## src/hdl/asbir_pkg.sv

```systemverilog
// What this block does
// Infrared off: baud is clock over sixteen times the 13-bit divisor.
// Infrared on: baud is clock over 32 times divisor bits 12..1.
// Baud generator stays stopped until transmitter or receiver first enabled.
// Generator held off while the effective divisor is zero.
// High divisor byte waits in holding until the low byte is written.
// Divisor readback may show old value until low byte is written.
// Pulse select 11=1/4, 10=1/32, 01=1/16, 00=3/16 of a bit.
// High divisor bit 7 switches the infrared path on or off.
// Transmit line rests high when idle, both formats.
// Transmit output released whenever the transmitter is disabled.
// Receiver takes a steady high receive line as idle.
// Receive line ignored while the receiver is disabled.
// Reserved locations and bits ignore writes and read zero.
// Alternate-map bit swaps offsets 0 to 2 onto the alternate registers.
// Alternate-map bit is zero after reset.
// Same behaviour in all operating modes; only wait and stop low power.
// Generator gives a tick at sixteen times bit rate for the receiver.
package asbir_pkg;

    localparam logic [2:0] IDX_BAUD_HIGH = 3'h0; // Also alt line status
    localparam logic [2:0] IDX_BAUD_LOW  = 3'h1; // Also alt irq enables
    localparam logic [2:0] IDX_FRAME     = 3'h2; // Also alt bit error ctl
    localparam logic [2:0] IDX_ENABLE    = 3'h3;
    localparam logic [2:0] IDX_EVENT     = 3'h4;
    localparam logic [2:0] IDX_MAP       = 3'h5;
    localparam logic [2:0] IDX_NINTH     = 3'h6;
    localparam logic [2:0] IDX_DATA      = 3'h7;

    // Writable bit masks; everything else is reserved
    localparam logic [7:0] MASK_ALT_LINE = 8'h87;
    localparam logic [7:0] MASK_ALT_IRQ  = 8'h83;
    localparam logic [7:0] MASK_ALT_BERR = 8'h07;
    localparam logic [7:0] MASK_MAP      = 8'h9E;
    localparam logic [7:0] MASK_NINTH    = 8'h40;

    // Field positions
    localparam int BIT_IR_ON    = 7;
    localparam int BIT_TX_EN    = 3;
    localparam int BIT_RX_EN    = 2;
    localparam int BIT_ALT_MAP  = 7;
    localparam int BIT_TX_EMPTY = 7;
    localparam int BIT_TX_DONE  = 6;
    localparam int BIT_RX_FULL  = 5;
    localparam int BIT_RX_BUSY  = 0;

    localparam logic [7:0] RST_BAUD_HIGH = 8'h00;
    localparam logic [7:0] RST_BAUD_LOW  = 8'h04;
    localparam logic [7:0] RST_ZERO      = 8'h00;

    // Sub-ticks per bit: 16 normal, 32 infrared (one sub-tick = 1/32)
    localparam logic [5:0] SUBS_NORMAL = 6'h10;
    localparam logic [5:0] SUBS_IR     = 6'h20;
    localparam logic [5:0] SUB_MID     = 6'h07;
    localparam logic [3:0] FRAME_BITS  = 4'h9; // Stop bit index: start, 8 data, stop
    localparam logic [5:0] PULSE_1_4   = 6'h08;
    localparam logic [5:0] PULSE_1_32  = 6'h01;
    localparam logic [5:0] PULSE_1_16  = 6'h02;
    localparam logic [5:0] PULSE_3_16  = 6'h06;

    typedef struct packed {
        logic        irOn;            // infrared_on
        logic [1:0]  narrowPulseSel;  // narrow_pulse_sel
        logic [12:0] baudDivisor;     // baud_divisor
    } asbir_baud_cfg_type;

    typedef enum logic [1:0] {TX_IDLE, TX_SEND} asbir_tx_state_type;
    typedef enum logic [1:0] {RX_IDLE, RX_RECV} asbir_rx_state_type;

endpackage

```

## src/hdl/asbir_front.sv

```systemverilog
`timescale 1ns/1ps
module asbir_front
    import asbir_pkg::*;
(
    input  wire logic        clk_sys,         // 100 MHz bus clock
    input  wire logic        reset_n,         // Async reset, active low
    input  wire logic [2:0]  address,         // Register index
    input  wire logic        read,            // Avalon read
    input  wire logic        write,           // Avalon write
    input  wire logic [3:0]  byteenable,      // Only lane 0 used
    input  wire logic [31:0] writedata,       // Write data
    output logic [31:0]      readdata,        // Read data, low byte used
    output logic             waitrequest,     // Stall the master
    input  wire logic        rxdIn,           // Receive pin
    output logic             txdOut,          // Transmit pin level
    output logic             txdOe,           // Transmit pin enable
    output logic             sampleTick       // Sixteen per bit
);

    // Decodes a pulse select to its width in 1/32 bit units
    function automatic logic [5:0] pulseWidth(input logic [1:0] sel);
        case (sel)
            2'b11:   pulseWidth = PULSE_1_4;
            2'b10:   pulseWidth = PULSE_1_32;
            2'b01:   pulseWidth = PULSE_1_16;
            default: pulseWidth = PULSE_3_16;
        endcase
    endfunction

    asbir_baud_cfg_type cfg_q, cfg_d;
    logic [7:0]  highHold_q, highHold_d;
    logic [7:0]  frame_q, frame_d, enable_q, enable_d, map_q, map_d;
    logic [7:0]  altLine_q, altLine_d, altIrq_q, altIrq_d;
    logic [7:0]  altBerr_q, altBerr_d, ninth_q, ninth_d;
    logic [7:0]  rxData_q, rxData_d;
    logic        rxFull_q, rxFull_d;
    logic        ack_q, ack_d;
    logic [31:0] rdata_q, rdata_d;
    logic        started_q, started_d;
    logic        altMap, txEn, rxEn, wrEn, rdEn, bufInReady, dataBlocked;

    assign altMap = map_q[BIT_ALT_MAP];
    assign txEn   = enable_q[BIT_TX_EN];
    assign rxEn   = enable_q[BIT_RX_EN];

    // One wait cycle per access; a data write also waits for buffer room
    assign dataBlocked = write && address == IDX_DATA && byteenable[0]
                         && !bufInReady;
    assign waitrequest = (read || write) && !ack_q;
    assign wrEn        = write && ack_q && byteenable[0];
    assign rdEn        = read && ack_q;
    assign readdata    = rdata_q;

    // Baud generator
    logic [12:0] baudCnt_q, baudCnt_d;
    logic        halfPhase_q, halfPhase_d;
    logic [12:0] subPeriod;
    logic        genRun, subTick;

    // IR uses divisor bits 12..1 at twice the tick rate for 1/32 pulses
    always_comb begin
        if (cfg_q.irOn) begin
            subPeriod = {1'b0, cfg_q.baudDivisor[12:1]};
        end else begin
            subPeriod = cfg_q.baudDivisor;
        end
        genRun      = started_q && subPeriod != '0;
        subTick     = genRun && baudCnt_q + 13'h0001 >= subPeriod;
        baudCnt_d   = baudCnt_q;
        halfPhase_d = halfPhase_q;
        started_d   = started_q || txEn || rxEn;
        if (!genRun) begin
            baudCnt_d   = '0;
            halfPhase_d = 1'b0;
        end else if (subTick) begin
            baudCnt_d   = '0;
            halfPhase_d = !halfPhase_q;
        end else begin
            baudCnt_d   = baudCnt_q + 13'h0001;
        end
        // Normal: every sub-tick; IR: every second one
        sampleTick = subTick && (!cfg_q.irOn || halfPhase_q);
    end

    always_ff @(posedge clk_sys or negedge reset_n) begin
        if (!reset_n) begin
            baudCnt_q   <= '0;
            halfPhase_q <= 1'b0;
            started_q   <= 1'b0;
        end else begin
            baudCnt_q   <= baudCnt_d;
            halfPhase_q <= halfPhase_d;
            started_q   <= started_d;
        end
    end

    // Two-entry transmit buffer between the data register and shifter
    logic [7:0] bufMem_q [2];
    logic [7:0] bufMem_d [2];
    logic       bufWr_q, bufWr_d, bufRd_q, bufRd_d;
    logic [1:0] bufCnt_q, bufCnt_d;
    logic       bufPush, bufPop, bufOutValid;

    assign bufInReady  = bufCnt_q != 2'd2;
    assign bufOutValid = bufCnt_q != 2'd0;
    assign bufPush     = wrEn && address == IDX_DATA && bufInReady;

    always_comb begin
        bufMem_d = bufMem_q;
        bufWr_d  = bufWr_q;
        bufRd_d  = bufRd_q;
        bufCnt_d = bufCnt_q;
        if (bufPush) begin
            bufMem_d[bufWr_q] = writedata[7:0];
            bufWr_d = !bufWr_q;
        end
        if (bufPop) begin
            bufRd_d = !bufRd_q;
        end
        bufCnt_d = bufCnt_q + {1'b0, bufPush} - {1'b0, bufPop};
    end

    always_ff @(posedge clk_sys or negedge reset_n) begin
        if (!reset_n) begin
            bufMem_q[0] <= RST_ZERO;
            bufMem_q[1] <= RST_ZERO;
            bufWr_q     <= 1'b0;
            bufRd_q     <= 1'b0;
            bufCnt_q    <= '0;
        end else begin
            bufMem_q <= bufMem_d;
            bufWr_q  <= bufWr_d;
            bufRd_q  <= bufRd_d;
            bufCnt_q <= bufCnt_d;
        end
    end

    // Transmitter: frame walked in sub-ticks
    asbir_tx_state_type txState_q, txState_d;
    logic [9:0] txShift_q, txShift_d;
    logic [3:0] txBit_q, txBit_d;
    logic [5:0] txPhase_q, txPhase_d;
    logic       txOut_q, txOut_d;
    logic [5:0] subsPerBit;

    assign subsPerBit = cfg_q.irOn ? SUBS_IR : SUBS_NORMAL;
    // A stalled generator keeps the frame waiting; bytes stay buffered
    assign bufPop     = txState_q == TX_IDLE && txEn && bufOutValid
                        && genRun;

    always_comb begin
        txState_d = txState_q;
        txShift_d = txShift_q;
        txBit_d   = txBit_q;
        txPhase_d = txPhase_q;
        txOut_d   = 1'b1;
        case (txState_q)
            TX_IDLE: begin
                if (bufPop) begin
                    txShift_d = {1'b1, bufMem_q[bufRd_q], 1'b0};
                    txBit_d   = '0;
                    txPhase_d = '0;
                    txState_d = TX_SEND;
                end
            end
            TX_SEND: begin
                if (subTick) begin
                    txPhase_d = txPhase_q + 6'h01;
                    if (txPhase_q + 6'h01 == subsPerBit) begin
                        txPhase_d = '0;
                        txShift_d = {1'b1, txShift_q[9:1]};
                        txBit_d   = txBit_q + 4'h1;
                        if (txBit_q == FRAME_BITS) begin
                            txState_d = TX_IDLE;
                        end
                    end
                end
                if (!txEn) begin
                    txState_d = TX_IDLE;
                end
            end
            default: txState_d = TX_IDLE;
        endcase
        // IR zero is a short low pulse at the start of the bit
        if (txState_d == TX_SEND) begin
            if (cfg_q.irOn) begin
                txOut_d = txShift_d[0]
                          || txPhase_d >= pulseWidth(cfg_q.narrowPulseSel);
            end else begin
                txOut_d = txShift_d[0];
            end
        end
    end

    always_ff @(posedge clk_sys or negedge reset_n) begin
        if (!reset_n) begin
            txState_q <= TX_IDLE;
            txShift_q <= '1;
            txBit_q   <= '0;
            txPhase_q <= '0;
            txOut_q   <= 1'b1;
        end else begin
            txState_q <= txState_d;
            txShift_q <= txShift_d;
            txBit_q   <= txBit_d;
            txPhase_q <= txPhase_d;
            txOut_q   <= txOut_d;
        end
    end

    assign txdOut = txOut_q;
    assign txdOe  = txEn;

    // Receiver, behind a two-stage synchroniser
    asbir_rx_state_type rxState_q, rxState_d;
    logic       rxS1_q, rxS2_q;
    logic [8:0] rxShift_q, rxShift_d;
    logic [3:0] rxBit_q, rxBit_d;
    logic [5:0] rxPhase_q, rxPhase_d;
    logic       rxLow_q, rxLow_d, rxDone;

    always_comb begin
        rxState_d = rxState_q;
        rxShift_d = rxShift_q;
        rxBit_d   = rxBit_q;
        rxPhase_d = rxPhase_q;
        rxLow_d   = rxLow_q;
        rxDone    = 1'b0;
        case (rxState_q)
            RX_IDLE: begin
                // High line is idle; a low starts a frame
                if (rxEn && genRun && !rxS2_q) begin
                    rxState_d = RX_RECV;
                    rxBit_d   = '0;
                    rxPhase_d = '0;
                    rxLow_d   = 1'b0;
                end
            end
            RX_RECV: begin
                if (sampleTick) begin
                    rxPhase_d = rxPhase_q + 6'h01;
                    rxLow_d   = rxLow_q || !rxS2_q;
                    if (!cfg_q.irOn && rxPhase_q == SUB_MID) begin
                        // Mid-bit sample; a high start is a glitch
                        rxShift_d = {rxS2_q, rxShift_q[8:1]};
                        if (rxBit_q == '0 && rxS2_q) begin
                            rxState_d = RX_IDLE;
                        end
                    end
                    if (rxPhase_q + 6'h01 == SUBS_NORMAL) begin
                        // IR: a low seen at any sample tick in the bit reads as zero
                        if (cfg_q.irOn) begin
                            rxShift_d = {!rxLow_d, rxShift_q[8:1]};
                        end
                        rxPhase_d = '0;
                        rxLow_d   = 1'b0;
                        rxBit_d   = rxBit_q + 4'h1;
                        if (rxBit_q == FRAME_BITS) begin
                            rxDone    = 1'b1;
                            rxState_d = RX_IDLE;
                        end
                    end
                end
                if (!rxEn) begin
                    rxState_d = RX_IDLE;
                end
            end
            default: rxState_d = RX_IDLE;
        endcase
    end

    always_ff @(posedge clk_sys or negedge reset_n) begin
        if (!reset_n) begin
            rxS1_q    <= 1'b1;
            rxS2_q    <= 1'b1;
            rxState_q <= RX_IDLE;
            rxShift_q <= '0;
            rxBit_q   <= '0;
            rxPhase_q <= '0;
            rxLow_q   <= 1'b0;
        end else begin
            rxS1_q    <= rxdIn;
            rxS2_q    <= rxS1_q;
            rxState_q <= rxState_d;
            rxShift_q <= rxShift_d;
            rxBit_q   <= rxBit_d;
            rxPhase_q <= rxPhase_d;
            rxLow_q   <= rxLow_d;
        end
    end

    // Register file; identical in every operating mode, see
    always_comb begin
        cfg_d      = cfg_q;
        highHold_d = highHold_q;
        frame_d    = frame_q;
        enable_d   = enable_q;
        map_d      = map_q;
        altLine_d  = altLine_q;
        altIrq_d   = altIrq_q;
        altBerr_d  = altBerr_q;
        ninth_d    = ninth_q;
        rxData_d   = rxData_q;
        rxFull_d   = rxFull_q;
        ack_d      = (read || (write && !dataBlocked)) && !ack_q;
        rdata_d    = rdata_q;
        // Reading received data clears full; a new byte wins
        if (rdEn && address == IDX_DATA) begin
            rxFull_d = 1'b0;
        end
        if (rxDone) begin
            rxData_d = cfg_q.irOn ? rxShift_q[8:1] : rxShift_q[7:0];
            rxFull_d = 1'b1;
        end
        if (wrEn) begin
            case (address)
                IDX_BAUD_HIGH: begin
                    if (altMap) begin
                        altLine_d = writedata[7:0] & MASK_ALT_LINE;
                    end else begin
                        highHold_d = writedata[7:0];
                    end
                end
                IDX_BAUD_LOW: begin
                    if (altMap) begin
                        altIrq_d = writedata[7:0] & MASK_ALT_IRQ;
                    end else begin
                        // Commit held high byte with the low byte
                        cfg_d = {highHold_q, writedata[7:0]};
                    end
                end
                IDX_FRAME: begin
                    if (altMap) begin
                        altBerr_d = writedata[7:0] & MASK_ALT_BERR;
                    end else begin
                        frame_d = writedata[7:0];
                    end
                end
                IDX_ENABLE: enable_d = writedata[7:0];
                IDX_MAP:    map_d    = writedata[7:0] & MASK_MAP;
                IDX_NINTH:  ninth_d  = writedata[7:0] & MASK_NINTH;
                default: ;
            endcase
        end
        // Read data latched on accept, stands at the completing edge
        if (ack_d) begin
            rdata_d = '0;
            case (address)
                IDX_BAUD_HIGH: rdata_d[7:0] = altMap ? altLine_q
                                              : cfg_q[15:8];
                IDX_BAUD_LOW:  rdata_d[7:0] = altMap ? altIrq_q
                                              : cfg_q[7:0];
                IDX_FRAME:     rdata_d[7:0] = altMap ? altBerr_q : frame_q;
                IDX_ENABLE:    rdata_d[7:0] = enable_q;
                IDX_EVENT: begin
                    rdata_d[BIT_TX_EMPTY] = bufInReady;
                    rdata_d[BIT_TX_DONE]  = !bufOutValid
                                            && txState_q == TX_IDLE;
                    rdata_d[BIT_RX_FULL]  = rxFull_q;
                end
                IDX_MAP: begin
                    rdata_d[7:0]         = map_q;
                    rdata_d[BIT_RX_BUSY] = rxState_q == RX_RECV;
                end
                IDX_NINTH:     rdata_d[7:0] = ninth_q;
                default:       rdata_d[7:0] = rxData_q;
            endcase
        end
    end

    always_ff @(posedge clk_sys or negedge reset_n) begin
        if (!reset_n) begin
            cfg_q      <= {RST_BAUD_HIGH, RST_BAUD_LOW};
            highHold_q <= RST_BAUD_HIGH;
            frame_q    <= RST_ZERO;
            enable_q   <= RST_ZERO;
            map_q      <= RST_ZERO;
            altLine_q  <= RST_ZERO;
            altIrq_q   <= RST_ZERO;
            altBerr_q  <= RST_ZERO;
            ninth_q    <= RST_ZERO;
            rxData_q   <= RST_ZERO;
            rxFull_q   <= 1'b0;
            ack_q      <= 1'b0;
            rdata_q    <= '0;
        end else begin
            cfg_q      <= cfg_d;
            highHold_q <= highHold_d;
            frame_q    <= frame_d;
            enable_q   <= enable_d;
            map_q      <= map_d;
            altLine_q  <= altLine_d;
            altIrq_q   <= altIrq_d;
            altBerr_q  <= altBerr_d;
            ninth_q    <= ninth_d;
            rxData_q   <= rxData_d;
            rxFull_q   <= rxFull_d;
            ack_q      <= ack_d;
            rdata_q    <= rdata_d;
        end
    end

    // Checks
    a_gen_not_started: assert property (@(posedge clk_sys)
        disable iff (!reset_n) !started_q |-> !subTick)
        else $error("baud tick before first enable");
    a_gen_zero_held: assert property (@(posedge clk_sys)
        disable iff (!reset_n) subPeriod == '0 |-> !subTick && !sampleTick)
        else $error("baud tick with zero divisor");
    a_normal_tick: assert property (@(posedge clk_sys)
        disable iff (!reset_n)
        subTick && !cfg_q.irOn |-> sampleTick
        && baudCnt_q + 13'h0001 == subPeriod)
        else $error("normal tick not at divisor");
    a_ir_half_tick: assert property (@(posedge clk_sys)
        disable iff (!reset_n)
        subTick && cfg_q.irOn |-> sampleTick == halfPhase_q)
        else $error("ir tick not every second sub tick");
    a_high_held: assert property (@(posedge clk_sys)
        disable iff (!reset_n)
        wrEn && address == IDX_BAUD_HIGH |=> $stable(cfg_q))
        else $error("high byte took effect early");
    a_ir_pulse: assert property (@(posedge clk_sys)
        disable iff (!reset_n)
        $past(txState_d) == TX_SEND && cfg_q.irOn && !txdOut
        && $stable(cfg_q)
        |-> $past(txPhase_d) < pulseWidth(cfg_q.narrowPulseSel))
        else $error("ir pulse too wide");
    a_txd_idle_high: assert property (@(posedge clk_sys)
        disable iff (!reset_n)
        txState_q == TX_IDLE && $past(txState_q) == TX_IDLE |-> txdOut)
        else $error("idle transmit line not high");
    a_txd_released: assert property (@(posedge clk_sys)
        disable iff (!reset_n) !txEn |-> !txdOe)
        else $error("transmit driven while disabled");
    a_rx_ignored: assert property (@(posedge clk_sys)
        disable iff (!reset_n) !rxEn |=> rxState_q == RX_IDLE)
        else $error("receiver active while disabled");
    a_reserved_zero: assert property (@(posedge clk_sys)
        disable iff (!reset_n) rdEn |-> readdata[31:8] == '0)
        else $error("upper read bits not zero");
    a_alt_decode: assert property (@(posedge clk_sys)
        disable iff (!reset_n)
        wrEn && altMap && address <= IDX_FRAME |=> $stable(cfg_q)
        && $stable(frame_q))
        else $error("alternate map wrote primary register");

endmodule

```

## config.mk

```make
export PLATFORM = sky130hd
export DESIGN_NAME = asbir_front
export DESIGN_NICKNAME = d
export VERILOG_FILES = /design/src/hdl/asbir_pkg.sv /design/src/hdl/asbir_front.sv
export SDC_FILE = /design/constraint.sdc
export NUM_CORES = 1
export LEC_CHECK = 0
export ABC_AREA = 1
export BUFFER_PORTS_ARGS = -buffer_cell sky130_fd_sc_hd__buf_4
export CAP_MARGIN = 15
export CORE_ASPECT_RATIO = 1.5
export CORE_MARGIN = 3
export CORE_UTILIZATION = 45
export CTS_BUF_LIST = sky130_fd_sc_hd__clkbuf_4 sky130_fd_sc_hd__clkbuf_8 sky130_fd_sc_hd__clkbuf_16
export DETAILED_ROUTE_END_ITERATION = 7
export SETUP_SLACK_MARGIN = 0.2
export SLEW_MARGIN = 40
export SYNTH_ARGS = -nofsm -noshare
export SYNTH_HDL_FRONTEND = slang
export SYNTH_SLANG_ARGS = --single-unit
```

## constraint.sdc

```tcl
create_clock -name clk_sys -period 6.3 [get_ports clk_sys]
set_input_delay 1.26 -clock clk_sys [delete_from_list [all_inputs] [get_ports clk_sys]]
set_output_delay 1.26 -clock clk_sys [all_outputs]
set_load 0.03 [all_outputs]
```

==> results.cfg <==
[cts]
cts_hold_buf = 0
clkTransAtPathRegs_ps = 70
cts-buffers-inserted = 17
clock_sinks = 156
htreeDepth = 4
clk_latency_ps = 420
cts_tree = done
clockBufferDepth = 2
root_buffer = clkbuf_16
cts_setup_buffers = 0
cts_resized = 0

[route]
drtIter0Drc = 341
ant_nets = 0
detail_route.wl_per_cell_um = 14.51
firstDrtPassIters = 5
drc_errors = 0
avgViaCountPerCell = 5.019
wirelength_um = 18590
vias = 6429

[setup_path]
critPathTopFamily = simple AND/OR/NAND/NOR gates
ff2ff_path_depth = 31
r2r_slack_ps = 1920
crit_buf_inv = 7
worstReg2RegEnd = txdOut$_DFF_PN1_
worstSetupPathType = flip-flop to primary output
critPathLaunchType = flip-flop
crit_fanout = 7
worst_setup_path_end_kind = primary output
crit_slowest_cell = dfrtp_1
critical_path_arrival_ps = 3650
r2r_start = baudCnt_q[0]$_DFF_PN0_
worstPathRequired_ps = 5040
worstPathCellList = ha_1, nand2_1, nor2_1, inv_1, nor2_1, inv_1, nor2_1, nand3_1, nor2_1, xor2_1, inv_1, ha_1, nand2_1, nor2_1, nand2_1, inv_1, nand2_1, inv_1, nor2_1, nor2_4, nand2_4, inv_1, buf_4
slowest_delay_ps = 410

[timing]
tns_ps = 0
setup_viol = 0
slew_headroom_pct = 50.11
hold_viol = 0
drv_slew = 0
fmax_mhz = 203.7
fin_skew_ps = 11.45
min_period_over_period_pct = 77.91
worstMarginPinSlew_ps = 748.4
grt_setup_unrepaired = no
layout_min_cycle_time_ps = 4908

[synthesis]
ys_seq_area_share_pct = 47.51
synth.avg_cell_area_um2 = 8.061
synth.cell_area_um2 = 8254
synth-main-ff-cell = dfrtp_1
synth-seq-cells = 156
yosysWarningCount = 0
async_flop_share_pct = 100.0
synth-edff-count = 0
post_synth_num_cell_types = 49
synth_cells = 1024

[pwr]
power_density_nw_per_um2 = 339.0
vdd_ir_drop_max_mv = 0.2175
power_leakage_nw = 4.636

[global_route]
grt_pass1_wl_um = 30910
grt_pass1_vias = 6174
track_usage_pct = 19.76
grt_antenna_before_repair = 0
grt_max_degree = 99
grt-ovfl-total = 0

[placed_design]
io_buffers = 28
dp_cells = 1249
gp_congestion = 0.8665
place_area_um2 = 8564
dp_hpwl_um = 13410

[floorplanning]
rows = 60
fp.dieArea_um2 = 20040
start_util_pct = 46.00
ios = 80
die_x_um = 116.6
core_um2 = 17940
die_height_um = 171.9

[final_layout]
diodes = 0
layoutNonFillerInstCount = 1281
area_delta_synth_final_pct = 11.16
final_cell_area_um2 = 9175
final_common_cell = nand2_1
final_cell_mix = 265 x nand2_1, 142 x dfrtp_1, 129 x inv_1
final_nets = 1122
drive_gt1_share_pct = 11.84

[job]
cap_violations = 0

[hold_path]
hold_class = flip-flop to flip-flop
holdCritStartpoint = rxS1_q$_DFF_PN1_
hold-path-endpoint = rxS2_q$_DFF_PN1_
holdPathStages = 0

[outcome]
outcome = complete, no violations
metrics by stage:
stage	worst slack, ps	utilization, %	total power, mW	hold slack [ps]
after global routing	948.5	51.14	3.319	364.3
final	1392	51.14	3.110	359.2
after CTS	1346	51.12	3.150	361.1
after floorplan	2356	-	1.891	345.2
after detailed placement	1827	47.73	2.101	351.2
after global placement	1904	47.63	2.081	345.6
synth_stat cells (all sizes together), types with 2 or more instances:
cell type	count	area [µm²]
clkbuf	16	60.06
o22ai	3	18.77
o31ai	2	15.01
buf	32	250.2
a31oi	3	18.77
o21a	9	67.56
nor3	7	35.03
nand3	52	287.8
xnor2	2	17.52
o21ai	112	590.6
o2111ai	2	17.52
a21oi	34	170.2
dfrtp	142	3553
o211ai	4	30.03
nand4	12	75.07
a41oi	2	17.52
nand2	275	1060
dfstp	14	367.9
xor2	14	122.6
ha	27	337.8
or2	3	18.77
o21bai	2	15.01
mux2	5	56.30
inv	139	521.8
nor2	93	387.9
a221oi	5	43.79
nor4	3	18.77
final cells by class:
type / count / area [µm²]
clock buffers: 22 / 515.5
clock inverters: 10 / 91.34
fillers: 1710 / 8767
inverters: 139 / 521.8
multi-input cells: 706 / 3610
flip-flops and latches: 156 / 3921
well taps: 217 / 271.5
repair buffers: 31 / 244.0
worst max path at each step:
stage,slack (ps),end,cells past startpoint,start
after CTS,1350,sampleTick,23,baudCnt_q[0]$_DFF_PN0_
after floorplan,2360,sampleTick,22,baudCnt_q[0]$_DFF_PN0_
final,1390,sampleTick,23,baudCnt_q[0]$_DFF_PN0_
after global routing,950,sampleTick,23,baudCnt_q[0]$_DFF_PN0_
after global placement,1900,sampleTick,23,baudCnt_q[0]$_DFF_PN0_
after detailed placement,1830,sampleTick,23,baudCnt_q[0]$_DFF_PN0_
cells by family after synthesis:
family | synth area share (%)
fa+ha+maj | 4.093
mux | 0.8034
other cells | 0.04543
flops | 47.51
simple gates | 22.98
compound gates | 12.79
xor+xnor | 1.698
buf+inv | 10.08
worst register-to-register path: cells and delay by family, from the launching register on:
family	cells	cell delay, ps
buffers and inverters	6	380
DFF	1	410
AOI/OAI and AO/OA	5	710
and+or+nand+nor	16	1830
xor gates and xnor gates	1	210
adders and majority gates	3	750
sequential cells by signal (all words and copies together), names as in the netlist, 5 cells and up:
signal and flops:
highHold_q 8, cfg_q 16, txShift_q 10, bufMem_q 16, enable_q 8, txPhase_q 6, rxShift_q 9, baudCnt_q 13
rxData_q 8, rxPhase_q 6, frame_q 8, readdata 8, map_q 5
power by group:
part	internal (mW)	switching [mW]	leakage, nW
Sequential	1.21	0.135	1.98
Combinational	0.266	0.464	2.36
Clock	0.596	0.440	0.292
Total	2.07	1.04	4.64
routing by layer:
layer | vias up | share of wire, % | global-route usage (%)
met1 | 3022 | 43 | 24.47
li1 | 3289 | - | -
met5 | - | 0 | 0
met2 | 92 | 52 | 35.13
met3 | 26 | 2.3 | 2.871
met4 | 0 | 2.1 | 6.587
Power figures use the tool's default switching activity.
